### src/fep_defines.svh
// Code-group values and fixed patterns for the 4B/5B coding sublayer
`ifndef FEP_DEFINES_SVH
`define FEP_DEFINES_SVH

// ==========================================
// Control code-groups
`define FEP_CG_IDLE        5'h1F
`define FEP_CG_J           5'h18
`define FEP_CG_K           5'h11
`define FEP_CG_T           5'h0D
`define FEP_CG_R           5'h07
`define FEP_CG_H           5'h04

// ==========================================
// Data code-groups, nibble 0 in the lowest five bits
`define FEP_DATA_CODES     {5'h1D, 5'h1C, 5'h1B, 5'h1A, 5'h17, 5'h16, 5'h13, 5'h12, \
                            5'h0F, 5'h0E, 5'h0B, 5'h0A, 5'h15, 5'h14, 5'h09, 5'h1E}
`define FEP_DATA_COUNT     16

// ==========================================
// Fixed nibbles, window patterns and counts
`define FEP_NIB_PREAMBLE   4'h5
`define FEP_NIB_FALSE_CAR  4'hE
`define FEP_NIB_ZERO       4'h0
`define FEP_WIN_ALL_ONES   10'h3FF
`define FEP_BIT_LAST       3'h4
`define FEP_BIT_FIRST      3'h0
`define FEP_SEARCH_BITS    10

`endif

### src/fep_pkg.sv
// Types shared by the 4B/5B coding sublayer
package fep_pkg;

	// ==========================================
	// Nibble-side carriers
	typedef struct packed {
		logic       en;
		logic       er;
		logic [3:0] d;
	} fep_mii_tx_t;

	typedef struct packed {
		logic       dv;
		logic       er;
		logic [3:0] d;
	} fep_mii_rx_t;

	// ==========================================
	// Process states
	typedef enum logic [2:0] {
		FEP_TX_IDLE,
		FEP_TX_J,
		FEP_TX_K,
		FEP_TX_DATA,
		FEP_TX_T,
		FEP_TX_R
	} fep_tx_state_t;

	typedef enum logic [2:0] {
		FEP_RX_IDLE,
		FEP_RX_CARRIER,
		FEP_RX_BAD_SSD,
		FEP_RX_SSD,
		FEP_RX_DATA,
		FEP_RX_PREMATURE
	} fep_rx_state_t;

endpackage : fep_pkg

### src/fep_pcs.sv
// Physical coding sublayer: 4B/5B encode, serialise, align, decode, carrier and collision
`timescale 1ns/1ps
`include "fep_defines.svh"

// Behaviour
// - Encode nibbles, send bit 4 first
// - Decode only after start delimiter alignment
// - Ten-bit receive window, bit 0 newest
// - Window shifts one place per code-bit
// - Bitwise until aligned, then every five bits
// - Group in bits 9 to 5 is decoded
// - Bit timing taken from code-bit reference clock
// - Bit sender signals done, next group loaded
// - Idle groups sent between streams
// - Enable rise sends J K, nibbles ignored
// - Encode nibbles; transmit error sends H
// - Enable fall sends T R, then idle
// - Link not OK forces transmit idle
// - Collision is carrier during transmission
// - Two non-adjacent zeros in ten bits
// - Search J K with data valid low
// - False carrier: error, nibble 1110, until ones
// - Start delimiter becomes alternating preamble nibbles
// - Decode every group after start delimiter
// - Error on invalid group in stream
// - Fixed control and data code-groups
// - Carrier sense is receive or transmit
// - Two idle groups end stream with error
// - At least two groups receive delay
module fep_pcs #(
	parameter int SEARCH_BITS = `FEP_SEARCH_BITS
) (
	// Clock and reset
	input  wire logic                i_clk,
	input  wire logic                i_rst_n,
	// Nibble side, transmit
	input  wire fep_pkg::fep_mii_tx_t i_tx,
	output logic                     o_tx_nibble_taken,
	// Nibble side, receive and status
	output fep_pkg::fep_mii_rx_t     o_rx,
	output logic                     o_rx_nibble_strobe,
	output logic                     o_crs,
	output logic                     o_col,
	// Code-bit side
	input  wire logic                i_code_clk,
	input  wire logic                i_rx_code_bit,
	input  wire logic                i_link_ok,
	output logic                     o_tx_code_bit
);
	import fep_pkg::*;

	// ==========================================
	// code-group tables
	localparam logic [79:0] DATA_CODES = `FEP_DATA_CODES;

	function automatic logic [4:0] fep_encode(input logic [3:0] nib);
		fep_encode = DATA_CODES[{nib, 2'b00} + {3'b000, nib} +: 5];
	endfunction : fep_encode

	function automatic logic [4:0] fep_decode(input logic [4:0] grp); // Returns {valid, nibble}
		logic [4:0] res;
		res = 5'h00;
		for (int n = 0; n < `FEP_DATA_COUNT; n++) begin
			if (DATA_CODES[n*5 +: 5] == grp) begin
				res = {1'b1, 4'(n)};
			end
		end
		fep_decode = res;
	endfunction : fep_decode

	function automatic logic fep_split_zeros(input logic [9:0] w);
		logic hit;
		hit = 1'b0;
		for (int i = 0; i < 10; i++) begin
			for (int j = i + 2; j < 10; j++) begin
				if (!w[i] && !w[j]) begin
					hit = 1'b1;
				end
			end
		end
		fep_split_zeros = hit;
	endfunction : fep_split_zeros

	// ==========================================
	// Input synchronisers
	logic [2:0]    sync_meta;
	logic [2:0]    sync_q;
	logic          code_clk_prev;
	logic          bit_rise;
	logic          rx_bit;
	logic          link_ok;

	// Two flops for reference clock, receive bit and link status, then the edge finder
	always_ff @(posedge i_clk) begin
		if (!i_rst_n) begin
			sync_meta     <= 3'h0;
			sync_q        <= 3'h0;
			code_clk_prev <= 1'b0;
		end else begin
			sync_meta     <= {i_link_ok, i_rx_code_bit, i_code_clk};
			sync_q        <= sync_meta;
			code_clk_prev <= sync_q[0];
		end
	end

	assign bit_rise = sync_q[0] & ~code_clk_prev;
	assign rx_bit   = sync_q[1];
	assign link_ok  = sync_q[2];

	// ==========================================
	// Transmit process
	fep_tx_state_t tx_state;
	fep_tx_state_t next_tx_state;
	logic [4:0]    next_tx_group;
	logic          next_tx_take;
	logic [4:0]    tx_shift;
	logic [2:0]    tx_cnt;
	logic          code_group_sent_msg;
	logic          transmitting;

	assign code_group_sent_msg = bit_rise && (tx_cnt == `FEP_BIT_LAST);

	// Choice of the next code-group at each group boundary
	always_comb begin
		next_tx_state = tx_state;
		next_tx_group = `FEP_CG_IDLE;
		next_tx_take  = 1'b0;
		if (!link_ok) begin
			next_tx_state = FEP_TX_IDLE;
		end else begin
			case (tx_state)
				FEP_TX_IDLE: begin
					if (i_tx.en) begin
						next_tx_state = FEP_TX_J;
						next_tx_group = `FEP_CG_J;
					end
				end
				FEP_TX_J: begin
					next_tx_state = FEP_TX_K;
					next_tx_group = `FEP_CG_K;
				end
				FEP_TX_K, FEP_TX_DATA: begin
					if (i_tx.en) begin
						next_tx_state = FEP_TX_DATA;
						next_tx_take  = 1'b1;
						next_tx_group = i_tx.er ? `FEP_CG_H : fep_encode(i_tx.d);
					end else begin
						next_tx_state = FEP_TX_T;
						next_tx_group = `FEP_CG_T;
					end
				end
				FEP_TX_T: begin
					next_tx_state = FEP_TX_R;
					next_tx_group = `FEP_CG_R;
				end
				default: begin
					next_tx_state = FEP_TX_IDLE;
				end
			endcase
		end
	end

	// State advances on group boundaries; link fail acts at once
	always_ff @(posedge i_clk) begin
		// transmit starts idle; link fail at once
		if (!i_rst_n || !link_ok) begin
			tx_state <= FEP_TX_IDLE;
		end else if (code_group_sent_msg) begin
			tx_state <= next_tx_state;
		end
	end

	always_ff @(posedge i_clk) begin
		if (!i_rst_n) begin
			tx_shift      <= `FEP_CG_IDLE;
			tx_cnt        <= `FEP_BIT_FIRST;
			o_tx_code_bit <= 1'b1;
		end else if (bit_rise) begin
			o_tx_code_bit <= tx_shift[4];
			if (code_group_sent_msg) begin
				tx_shift <= next_tx_group;
				tx_cnt   <= `FEP_BIT_FIRST;
			end else begin
				tx_shift <= {tx_shift[3:0], 1'b0};
				tx_cnt   <= tx_cnt + 3'h1;
			end
		end
	end

	// Pulse when a nibble is taken into the stream
	always_ff @(posedge i_clk) begin
		if (!i_rst_n) begin
			o_tx_nibble_taken <= 1'b0;
		end else begin
			o_tx_nibble_taken <= code_group_sent_msg && next_tx_take && link_ok;
		end
	end

	assign transmitting = (tx_state == FEP_TX_J) || (tx_state == FEP_TX_K) || (tx_state == FEP_TX_DATA);

	// ==========================================
	// Receive bits
	logic [9:0]    rx_win;
	logic [2:0]    rx_cnt;
	logic          bit_msg;
	logic          code_group_received_msg;

	// window and group count, groups only while aligned
	always_ff @(posedge i_clk) begin
		if (!i_rst_n) begin
			rx_win                  <= `FEP_WIN_ALL_ONES;
			rx_cnt                  <= `FEP_BIT_FIRST;
			bit_msg                 <= 1'b0;
			code_group_received_msg <= 1'b0;
		end else begin
			if (bit_rise) begin
				rx_win <= {rx_win[8:0], rx_bit};
			end
			bit_msg                 <= bit_rise && !o_rx.dv;
			code_group_received_msg <= bit_rise && o_rx.dv && (rx_cnt == `FEP_BIT_LAST);
			if (!o_rx.dv) begin
				rx_cnt <= `FEP_BIT_FIRST;
			end else if (bit_rise) begin
				rx_cnt <= (rx_cnt == `FEP_BIT_LAST) ? `FEP_BIT_FIRST : rx_cnt + 3'h1;
			end
		end
	end

	// ==========================================
	// Receive process
	fep_rx_state_t rx_state;
	logic          receiving;
	logic [4:0]    search_cnt;
	logic [4:0]    cur_dec;

	// current group in bits 9 to 5
	assign cur_dec = fep_decode(rx_win[9:5]);

	always_ff @(posedge i_clk) begin
		if (!i_rst_n || !link_ok) begin
			rx_state           <= FEP_RX_IDLE;
			receiving          <= 1'b0;
			search_cnt         <= 5'h00;
			o_rx               <= '0;
			o_rx_nibble_strobe <= 1'b0;
		end else begin
			o_rx_nibble_strobe <= 1'b0;
			case (rx_state)
				FEP_RX_IDLE: begin
					// activity needs a new zero, so end delimiter zeros left in the window do not count
					if (bit_msg && !rx_win[0] && fep_split_zeros(rx_win)) begin
						rx_state   <= FEP_RX_CARRIER;
						receiving  <= 1'b1;
						search_cnt <= 5'h00;
					end
				end
				FEP_RX_CARRIER: begin
					if (bit_msg) begin
						if (rx_win == {`FEP_CG_J, `FEP_CG_K}) begin
							rx_state           <= FEP_RX_SSD;
							o_rx               <= '{dv: 1'b1, er: 1'b0, d: `FEP_NIB_PREAMBLE};
							o_rx_nibble_strobe <= 1'b1;
						end else if (search_cnt == 5'(SEARCH_BITS - 1)) begin
							rx_state <= FEP_RX_BAD_SSD;
							o_rx     <= '{dv: 1'b0, er: 1'b1, d: `FEP_NIB_FALSE_CAR};
						end else begin
							search_cnt <= search_cnt + 5'h01;
						end
					end
				end
				FEP_RX_BAD_SSD: begin
					if (bit_msg && (rx_win == `FEP_WIN_ALL_ONES)) begin
						rx_state  <= FEP_RX_IDLE;
						receiving <= 1'b0;
						o_rx      <= '0;
					end
				end
				FEP_RX_SSD: begin
					if (code_group_received_msg) begin
						// second preamble nibble; two group delay
						rx_state           <= FEP_RX_DATA;
						o_rx.d             <= `FEP_NIB_PREAMBLE;
						o_rx_nibble_strobe <= 1'b1;
					end
				end
				FEP_RX_DATA: begin
					if (code_group_received_msg) begin
						o_rx_nibble_strobe <= 1'b1;
						if (rx_win == {`FEP_CG_T, `FEP_CG_R}) begin
							// Normal end of stream
							rx_state  <= FEP_RX_IDLE;
							receiving <= 1'b0;
							o_rx      <= '0;
						end else if (rx_win == {`FEP_CG_IDLE, `FEP_CG_IDLE}) begin
							rx_state <= FEP_RX_PREMATURE;
							o_rx.er  <= 1'b1;
						end else begin
							o_rx.d  <= cur_dec[3:0];
							o_rx.er <= !cur_dec[4];
						end
					end
				end
				default: begin
					if (code_group_received_msg) begin
						rx_state           <= FEP_RX_IDLE;
						receiving          <= 1'b0;
						o_rx               <= '0;
						o_rx_nibble_strobe <= 1'b1;
					end
				end
			endcase
		end
	end

	// ==========================================
	// Carrier sense and collision
	// receive or transmit
	assign o_crs = receiving | transmitting;
	assign o_col = receiving & transmitting;

endmodule : fep_pcs

### config.mk
export PLATFORM = sky130hd
export DESIGN_NAME = fep_pcs
export DESIGN_NICKNAME = d
export VERILOG_FILES = /design/src/fep_pkg.sv /design/src/fep_pcs.sv
export VERILOG_INCLUDE_DIRS = /design/src /design/src/src
export SDC_FILE = /design/constraint.sdc
export NUM_CORES = 1
export LEC_CHECK = 0
export BUFFER_PORTS_ARGS = -buffer_cell sky130_fd_sc_hd__buf_2
export CAP_MARGIN = 20
export CORE_UTILIZATION = 35
export DETAILED_ROUTE_END_ITERATION = 10
export PLACE_DENSITY_LB_ADDON = 0.08
export SLEW_MARGIN = 20
export SYNTH_ARGS = -nofsm -noshare
export SYNTH_HDL_FRONTEND = slang
export SYNTH_SLANG_ARGS = --single-unit
export TNS_END_PERCENT = 100
### constraint.sdc
create_clock -name i_clk -period 4.9 [get_ports i_clk]
set_input_delay 0 -clock i_clk [delete_from_list [all_inputs] [get_ports i_clk]]
set_output_delay 0 -clock i_clk [all_outputs]
set_load 0.02 [all_outputs]
# Word level (Yosys, flattened, before mapping)
# Index checks and enable logic that the tools add are counted.
# op_classes
n_addsub	4
eq_ne	42
shift	1
muxes	107
bitwise_logic	7
reduce_logical	80
# ops
cell	count
$mux W5	25
$shiftx A80 B8 Y5 const A	1
$eq A5 B5 Y1 const A	11
$mux W1	50
$mux W3	16
$logic_and A1 B1 Y1	45
$mux W6	6
$eq A4 B5 Y1 const A	5
$eq A10 B10 Y1 const B	2
$pmux W4 S5	1
$pmux W5 S4	1
$ne A2 B2 Y1 const B	8
$reduce_and A8 Y1	2
$pmux W3 S5	1
$logic_not A1 Y1	14
$eq A3 B2 Y1 const B	4
$eq A3 B3 Y1 const B	4
$ne A3 B3 Y1 const B	4
$pmux W3 S4	1
$reduce_and A6 Y1	2
$eq A10 B9 Y1 const B	1
$pmux W5 S2	1
$mux W4	2
$pmux W2 S4	1
19 further kinds	33
# totals
reg_bits	51
inputBits	11
out_inout_bits	11
elab_cells	260

# Longest topological paths before layout
# Gate-level depths: netlist of the first run.
# logic_depth
ltp_word	43
mapped_depth	10
mapped_depth_nobuf	8

# Worst setup path after synthesis of the first run
# OpenSTA, ideal clock, no wires.
# synth_path
path_type	input to register
start	input port i_tx[0] (netlist bit)
end	register tx_shift[2]
setup_time_ps	137
arrival_time_ps	1846
path_slack_ps	2917
path_stages	8
path_cell_list	ha_1 fa_1 buf_2 xor2_1 clkbuf_1 a21oi_1 a2111oi_0 a22oi_1
# synth_via
elab_chain_cells	7
# synth_lines
element	line_no	source
from (decl)	fep_pcs.sv:37	input wire fep_pkg::fep_mii_tx_t i_tx,
$add A6 B4 Y7	fep_pcs.sv:57	fep_encode = DATA_CODES[{nib, 2'b00} + {3'b000, nib} +: 5];
$shiftx A80 B8 Y5	fep_pcs.sv:57	
$mux W5	fep_pcs.sv:146	next_tx_group = i_tx.er ? `FEP_CG_H : fep_encode(i_tx.d);
$mux W5	fep_pcs.sv:143	if (i_tx.en) begin
$pmux W5 S4	fep_pcs.sv:131	case (tx_state)
$mux W5	fep_pcs.sv:128	if (!link_ok) begin
$mux W5	fep_pcs.sv:180	if (code_group_sent_msg) begin
to (signal assigned)	fep_pcs.sv:175	tx_shift <= `FEP_CG_IDLE;
to (signal assigned)	fep_pcs.sv:181	tx_shift <= next_tx_group;
to (signal assigned)	fep_pcs.sv:184	tx_shift <= {tx_shift[3:0], 1'b0};
to (decl)	fep_pcs.sv:116	logic [4:0] tx_shift;
# Every way passes these cells.
# A chain may end at the register's enable or synchronous reset.

# Worst setup path after layout of the first run
# layout_path
start	input port i_tx[0] (netlist bit)
end	register tx_shift[1]
# Same word-level chain as after synthesis.

==> impl_metrics.ini, run 1 <==
[logic_synthesis]
synth_enable_flop_cells = 0
yosys_warnings = 0
syn_inst = 462
synth_seq_cells = 51
synth_nets = 487
yosysUniqueCellTypes = 62
yosysSeqAreaShare = 0.293
synth_top_area_frac = 0.293
async_reset_ff_frac = 0
synth_top_flop_cell = dfxtp_1
yosys.area.top_type = dfxtp_1
synth_area_leaders = dfxtp_1 29%, nand2_1 6.5%, o21ai_0 5.3%
syn_avg_cell_area_sq_um = 7.55
synth_area_sq_mm = 0.00349

[drt]
wl_microns = 8750
final_antenna_net_count = 0
wire_per_inst_microns = 14.6
drt_iter0_drc = 225
dr.pass1.iters = 6
via_per_inst = 5.54
drc = 0
vias = 3320

[grt]
antenna_found_initial = 0
grt_max_degree = 39
gr-usage-all-layers = 0.175
overflow = 0
grt_pass1_wl_microns = 14400
grt_pass1_vias = 2872

[worst_setup_path]
crit_arrival_ns = 2.47
slowest_stage = fa_2
crit_chain = buf_2 > ha_1 > fa_2 > inv_1 > o311ai_0 > nand4_1 > o211ai_1 > nand4_1
critical-path-max-stage-delay_ns = 0.97
crit_path_end_kind = flip-flop
required_ns = 5.07
cp_max_fo = 38
crit_path_frequent_cell = nand4_1
crit_type = in -> reg
crit_path_start_kind = primary input

[timing]
hold_ws_ns = 0.0538
slew_viol_final = 0
fin_crit_ns = 2.30
hold_viol_final = 0
tightestPinTransition_ns = 0.743
slew_headroom = 0.501
clock_skew_ns = 0.0119
rsz0062_at_grt = no
fmax_ghz = 0.435
final-setup-viol-count = 0
finalCritPeriodShare = 0.469
setup_tns_ns = 0

[die]
core_area_sq_mm = 0.00973
die_w_microns = 102
fp.dieArea_sq_mm = 0.0104
floorplan.rows = 36
io_pins = 22
fp.dieH_microns = 102
start_util = 0.359

[outcome]
status = complete, no violations

[job]
drv_cap = 0

[hold_path]
min_path_type = in -> reg

[power_and_ir_drop]
power_density_mw_per_mm2 = 233
ir_worst_vdd_uv = 130
p_leak_nw = 1.41

[placement]
gp_congestion = 0.835
dp.cells = 588
dp_hpwl_microns = 6210
io_buffers = 21

[clock_network]
cts_buffers = 5
cts_setup_buffers = 0
clock_sinks = 51
clk_path_buf_depth = 2
cts_root_buf = clkbuf_8
clock_latency_ns = 0.30
cts_tree = done
h-tree-depth = 2
clkTransAtPathRegs_ns = 0.10

[final_layout]
fin_nets = 490
fill_cells = 1039
instances_no_fill = 599
layout-drive-gt1-share = 0.109
antenna_cells = 0
syn2layout_area_growth_pct = 8.07
power by group:
group	internal (mW)	total, mW	switching, mW
combinational	0.0732	0.197	0.124
clock	0.0998	0.246	0.147
sequential	0.424	0.435	0.0111
total	0.597	0.879	0.282
through the flow:
stage                      util  power [mW]  setup slack, ns  instance area, sq um
final                     0.388       0.879             2.60                  3770
after global routing      0.388       0.931             2.37                  3770
after CTS                 0.387       0.889             2.22                  3770
after detailed placement  0.375       0.637             1.86                  3650
after global placement    0.375       0.639             1.90                  3650
after floorplan               -       0.591             2.92                  3490
logic make-up after synthesis:
group | count (synthesis) | synth area share
simple gates | 210 | 0.310
mux | 8 | 0.0237
fa+ha+maj | 14 | 0.0523
buf+inv | 45 | 0.0545
flops | 51 | 0.293
xor+xnor | 10 | 0.0251
compound gates | 124 | 0.242
path summary, 6_finish.rpt:
path	end	depth (start not counted)	slack, ns	start
worst max register to register	o_rx[3]$_SDFFE_PP0P_	6	2.61	rx_state[2]$_SDFFE_PP0P_
worst min-delay path	tx_shift[2]$_SDFFE_PN1P_	3	0.05	i_tx[4]
worst min register to register	sync_q[0]$_SDFF_PN0_	1	0.45	sync_meta[0]$_SDFF_PN0_
worst max-delay path	tx_shift[1]$_SDFFE_PN1P_	8	2.60	i_tx[0]
cell type report:
cell class,count,area (sq um),share of cell area
repair buffers,28,165,0.0438
flip-flops and latches,51,1020,0.271
multi-input cells,366,2280,0.605
clock buffers,5,68.8,0.0182
well taps,133,166,0.0441
inverters,13,48.8,0.0129
clock inverters,3,20.0,0.00531
routing by layer:
metal | up-vias | wire [microns] | track usage
met3 | 10 | 433 | 0.0253
met5 | - | 0 | 0
met1 | 1542 | 4340 | 0.259
met4 | 0 | 89 | 0.0484
met2 | 98 | 3890 | 0.263
li1 | 1670 | - | -
synthesized netlist by cell type, types with 3 or more instances:
cell       instances
o21ai_0           37
or3_1              3
dfxtp_1           51
nand2b_1          13
nor3b_1            3
mux2i_1            6
nand3b_1           3
a21oi_1           26
o311ai_0           5
nor4_1             4
nor2b_1           13
o211ai_1           8
nor2_1            33
and2_1            12
xor2_1             7
nand3_1           28
inv_1             13
clkbuf_1          21
a221oi_1           3
nand2_1           60
a21boi_0           3
o2111ai_1          3
ha_1              13
o221ai_1           3
or2_2              3
a31oi_1            5
a22o_1             4
nor3_1            15
and3_1             3
nand4_1            7
buf_4              5
xnor2_1            3
a211oi_1           7
buf_1              4
worst max-delay path: cells and delay by family:
| kind | cells | cell delay (ns) |
|---|---|---|
| AO/OA/AOI/OAI | 2 | 0.51 |
| buffers and inverters | 2 | 0.47 |
| adder cells (fa/ha/maj) | 2 | 1.23 |
| AND/OR/NAND/NOR | 2 | 0.23 |
state kept, by name, summed over array words and instances (netlist names), 3 cells and up:
signal and count:
o_rx 6, rx_cnt 3, rx_state 3, rx_win 10
search_cnt 5, sync_meta 3, sync_q 3, tx_cnt 3
tx_shift 5, tx_state 3
layout by cell type (no fill, tap or decap), drive strengths merged, types with 9 or more instances in the layout:
master  count
buf        25
nand2b     13
nand3      28
o21ai      38
ha         13
nor2b      13
nand2      60
inv        13
o211ai      9
and2       14
nor2       33
dfxtp      51
a21oi      26
nor3       15
repair_timing:
action,in CTS,in global routing
resized for setup,0,0
hold buffers,3,0
setup endpoints to repair,0,0
endpoints found under the hold margin,3,0
No activity file was read; power rests on OpenSTA's default activity.
==> inputs of run 2 (changes only) <==
==> constraint.sdc (replaced) <==
create_clock -name i_clk -period 2.18 [get_ports i_clk]
set_input_delay 0 -clock i_clk [delete_from_list [all_inputs] [get_ports i_clk]]
set_output_delay 0 -clock i_clk [all_outputs]
set_load 0.02 [all_outputs]
==> impl_metrics.ini, run 2 (synthesis gave the netlist of run 1 again) <==
[outcome]
status = complete, no violations

[die]
floorplan.rows = 36
start_util = 0.359
die_w_microns = 102
fp.dieH_microns = 102
io_pins = 22
core_area_sq_mm = 0.00973
fp.dieArea_sq_mm = 0.0104

[final_layout]
fill_cells = 1014
layout-drive-gt1-share = 0.198
syn2layout_area_growth_pct = 19.1
top_register = rx_win
layout_common_cells = 60 x nand2_1, 48 x dfxtp_1, 48 x buf_4
design_area_sq_mm = 0.00416
register_area_sq_mm = 0.00102
antenna_cells = 0
layout_commonest_cell = nand2_1
largest_reg_flops = 10
top_regs = rx_win x10, o_rx x6
multi_input_area_sq_mm = 0.00231
fin_nets = 535

[clock_network]
cts_root_buf = clkbuf_8
clock_sinks = 51
clock_latency_ns = 0.30
clkTransAtPathRegs_ns = 0.10
clk_path_buf_depth = 2
cts_tree = done
cts_buffers = 5
h-tree-depth = 2

[worst_setup_path]
crit_path_end_kind = flip-flop
required_ns = 2.38
cp_max_fo = 8
crit_arrival_ns = 2.29
crit_type = reg -> reg
crit_path_start_kind = flip-flop

[placement]
placed_area_sq_mm = 0.00399
gp_congestion = 0.935
io_buffers = 21
dp_hpwl_microns = 7050
place_ws_ns = -0.171

[power_and_ir_drop]
combPwrFrac = 0.267
seq_power_share = 0.459
power.internal_mw = 1.44
p_clk_frac = 0.274
p_sw_frac = 0.320
p_leak_nw = 1.63
ir_worst_vdd_uv = 296
power.switching_mw = 0.677
power_density_mw_per_mm2 = 508

[grt]
overflow = 0
gr-usage-all-layers = 0.186
grt_pass1_wl_microns = 15500
antenna_found_initial = 0
grt_max_degree = 39
grt_pass1_vias = 3138

[drt]
final_antenna_net_count = 0
drc = 0
drt_iter0_drc = 287
wire_per_inst_microns = 14.5
vias = 3422
via_per_inst = 5.31
dr.pass1.iters = 4
wl_microns = 9370

[timing]
hold_viol_final = 0
slew_headroom = 0.563
setup_slack_ns = 0.0933
clock_skew_ns = 0.00863
finalCritPeriodShare = 0.957
final-setup-viol-count = 0
slew_viol_final = 0
fin_crit_ns = 2.09
fmax_ghz = 0.479
tightestPinTransition_ns = 0.649
hold_ws_ns = 0.0660

[job]
drv_cap = 0

[hold_path]
min_path_type = in -> reg
run 2: cell count changes in the layout (fill, tap and decap cells not counted), sizes merged:
| cell | previous run | this run |
|---|---|---|
| buf | 25 | 70 |
| clkinvlp | 2 | 1 |
| inv | 13 | 14 |
run 2: timing repair:
action,CTS,global route
gates resized for setup,0,8
endpoints found under the hold margin,3,0
endpoints found under the setup margin,0,8
setup buffers,0,1
hold buffers,3,0
run 2: per-layer routing:
metal / vias up / GRT usage / wire length, microns
li1: 1752 / - / -
met1: 1607 / 0.276 / 4900
met2: 54 / 0.289 / 4130
met3: 9 / 0.0239 / 252
met4: 0 / 0.0352 / 78
met5: - / 0 / 0
run 2: layout make-up:
class,instances,share of cell area
well taps,133,0.0400
inverters,13,0.0117
repair buffers,73,0.124
flip-flops and latches,51,0.246
clock buffers,5,0.0166
multi-input cells,366,0.555
clock inverters,3,0.00662
run 2: final timing paths:
path | from | endpoint | slack, ns | cells after the start
worst max-delay path | rx_state[1]$_SDFFE_PP0P_ | o_rx[3]$_SDFFE_PP0P_ | 0.09 | 5
worst max register to register | rx_state[1]$_SDFFE_PP0P_ | o_rx[3]$_SDFFE_PP0P_ | 0.09 | 5
worst min-delay path | i_tx[5] | o_tx_nibble_taken$_SDFF_PN0_ | 0.07 | 3
worst min register to register | sync_meta[0]$_SDFF_PN0_ | sync_q[0]$_SDFF_PN0_ | 0.44 | 1
run 2: power groups by stage:
stage,logic (mW),clock network (mW),registers (mW)
2_1_floorplan,0.342,0,0.987
3_3_place_gp,0.550,0,0.991
3_5_place_dp,0.548,0,0.991
4_1_cts,0.554,0.611,0.970
5_1_grt,0.625,0.644,0.974
6_report,0.564,0.579,0.970
run 2: worst max-delay path, stage by stage (launching register included):
cell      delay [ns]
dfxtp_1         0.51
mux2_2          0.40
a311oi_4        0.51
nor4_4          0.11
and2_2          0.24
a22o_1          0.20
run 2: stage by stage:
| stage | utilization | power [mW] | cells | TNS [ns] |
|---|---|---|---|---|
| 6_report | 0.427 | 2.11 | 644 | 0 |
| 5_1_grt | 0.427 | 2.24 | 644 | -0.00794 |
| 4_1_cts | 0.423 | 2.13 | 643 | 0 |
| 3_5_place_dp | 0.410 | 1.54 | 632 | -0.380 |
| 3_3_place_gp | 0.410 | 1.54 | 632 | -0.104 |
| 2_1_floorplan | - | 1.33 | 462 | 0 |
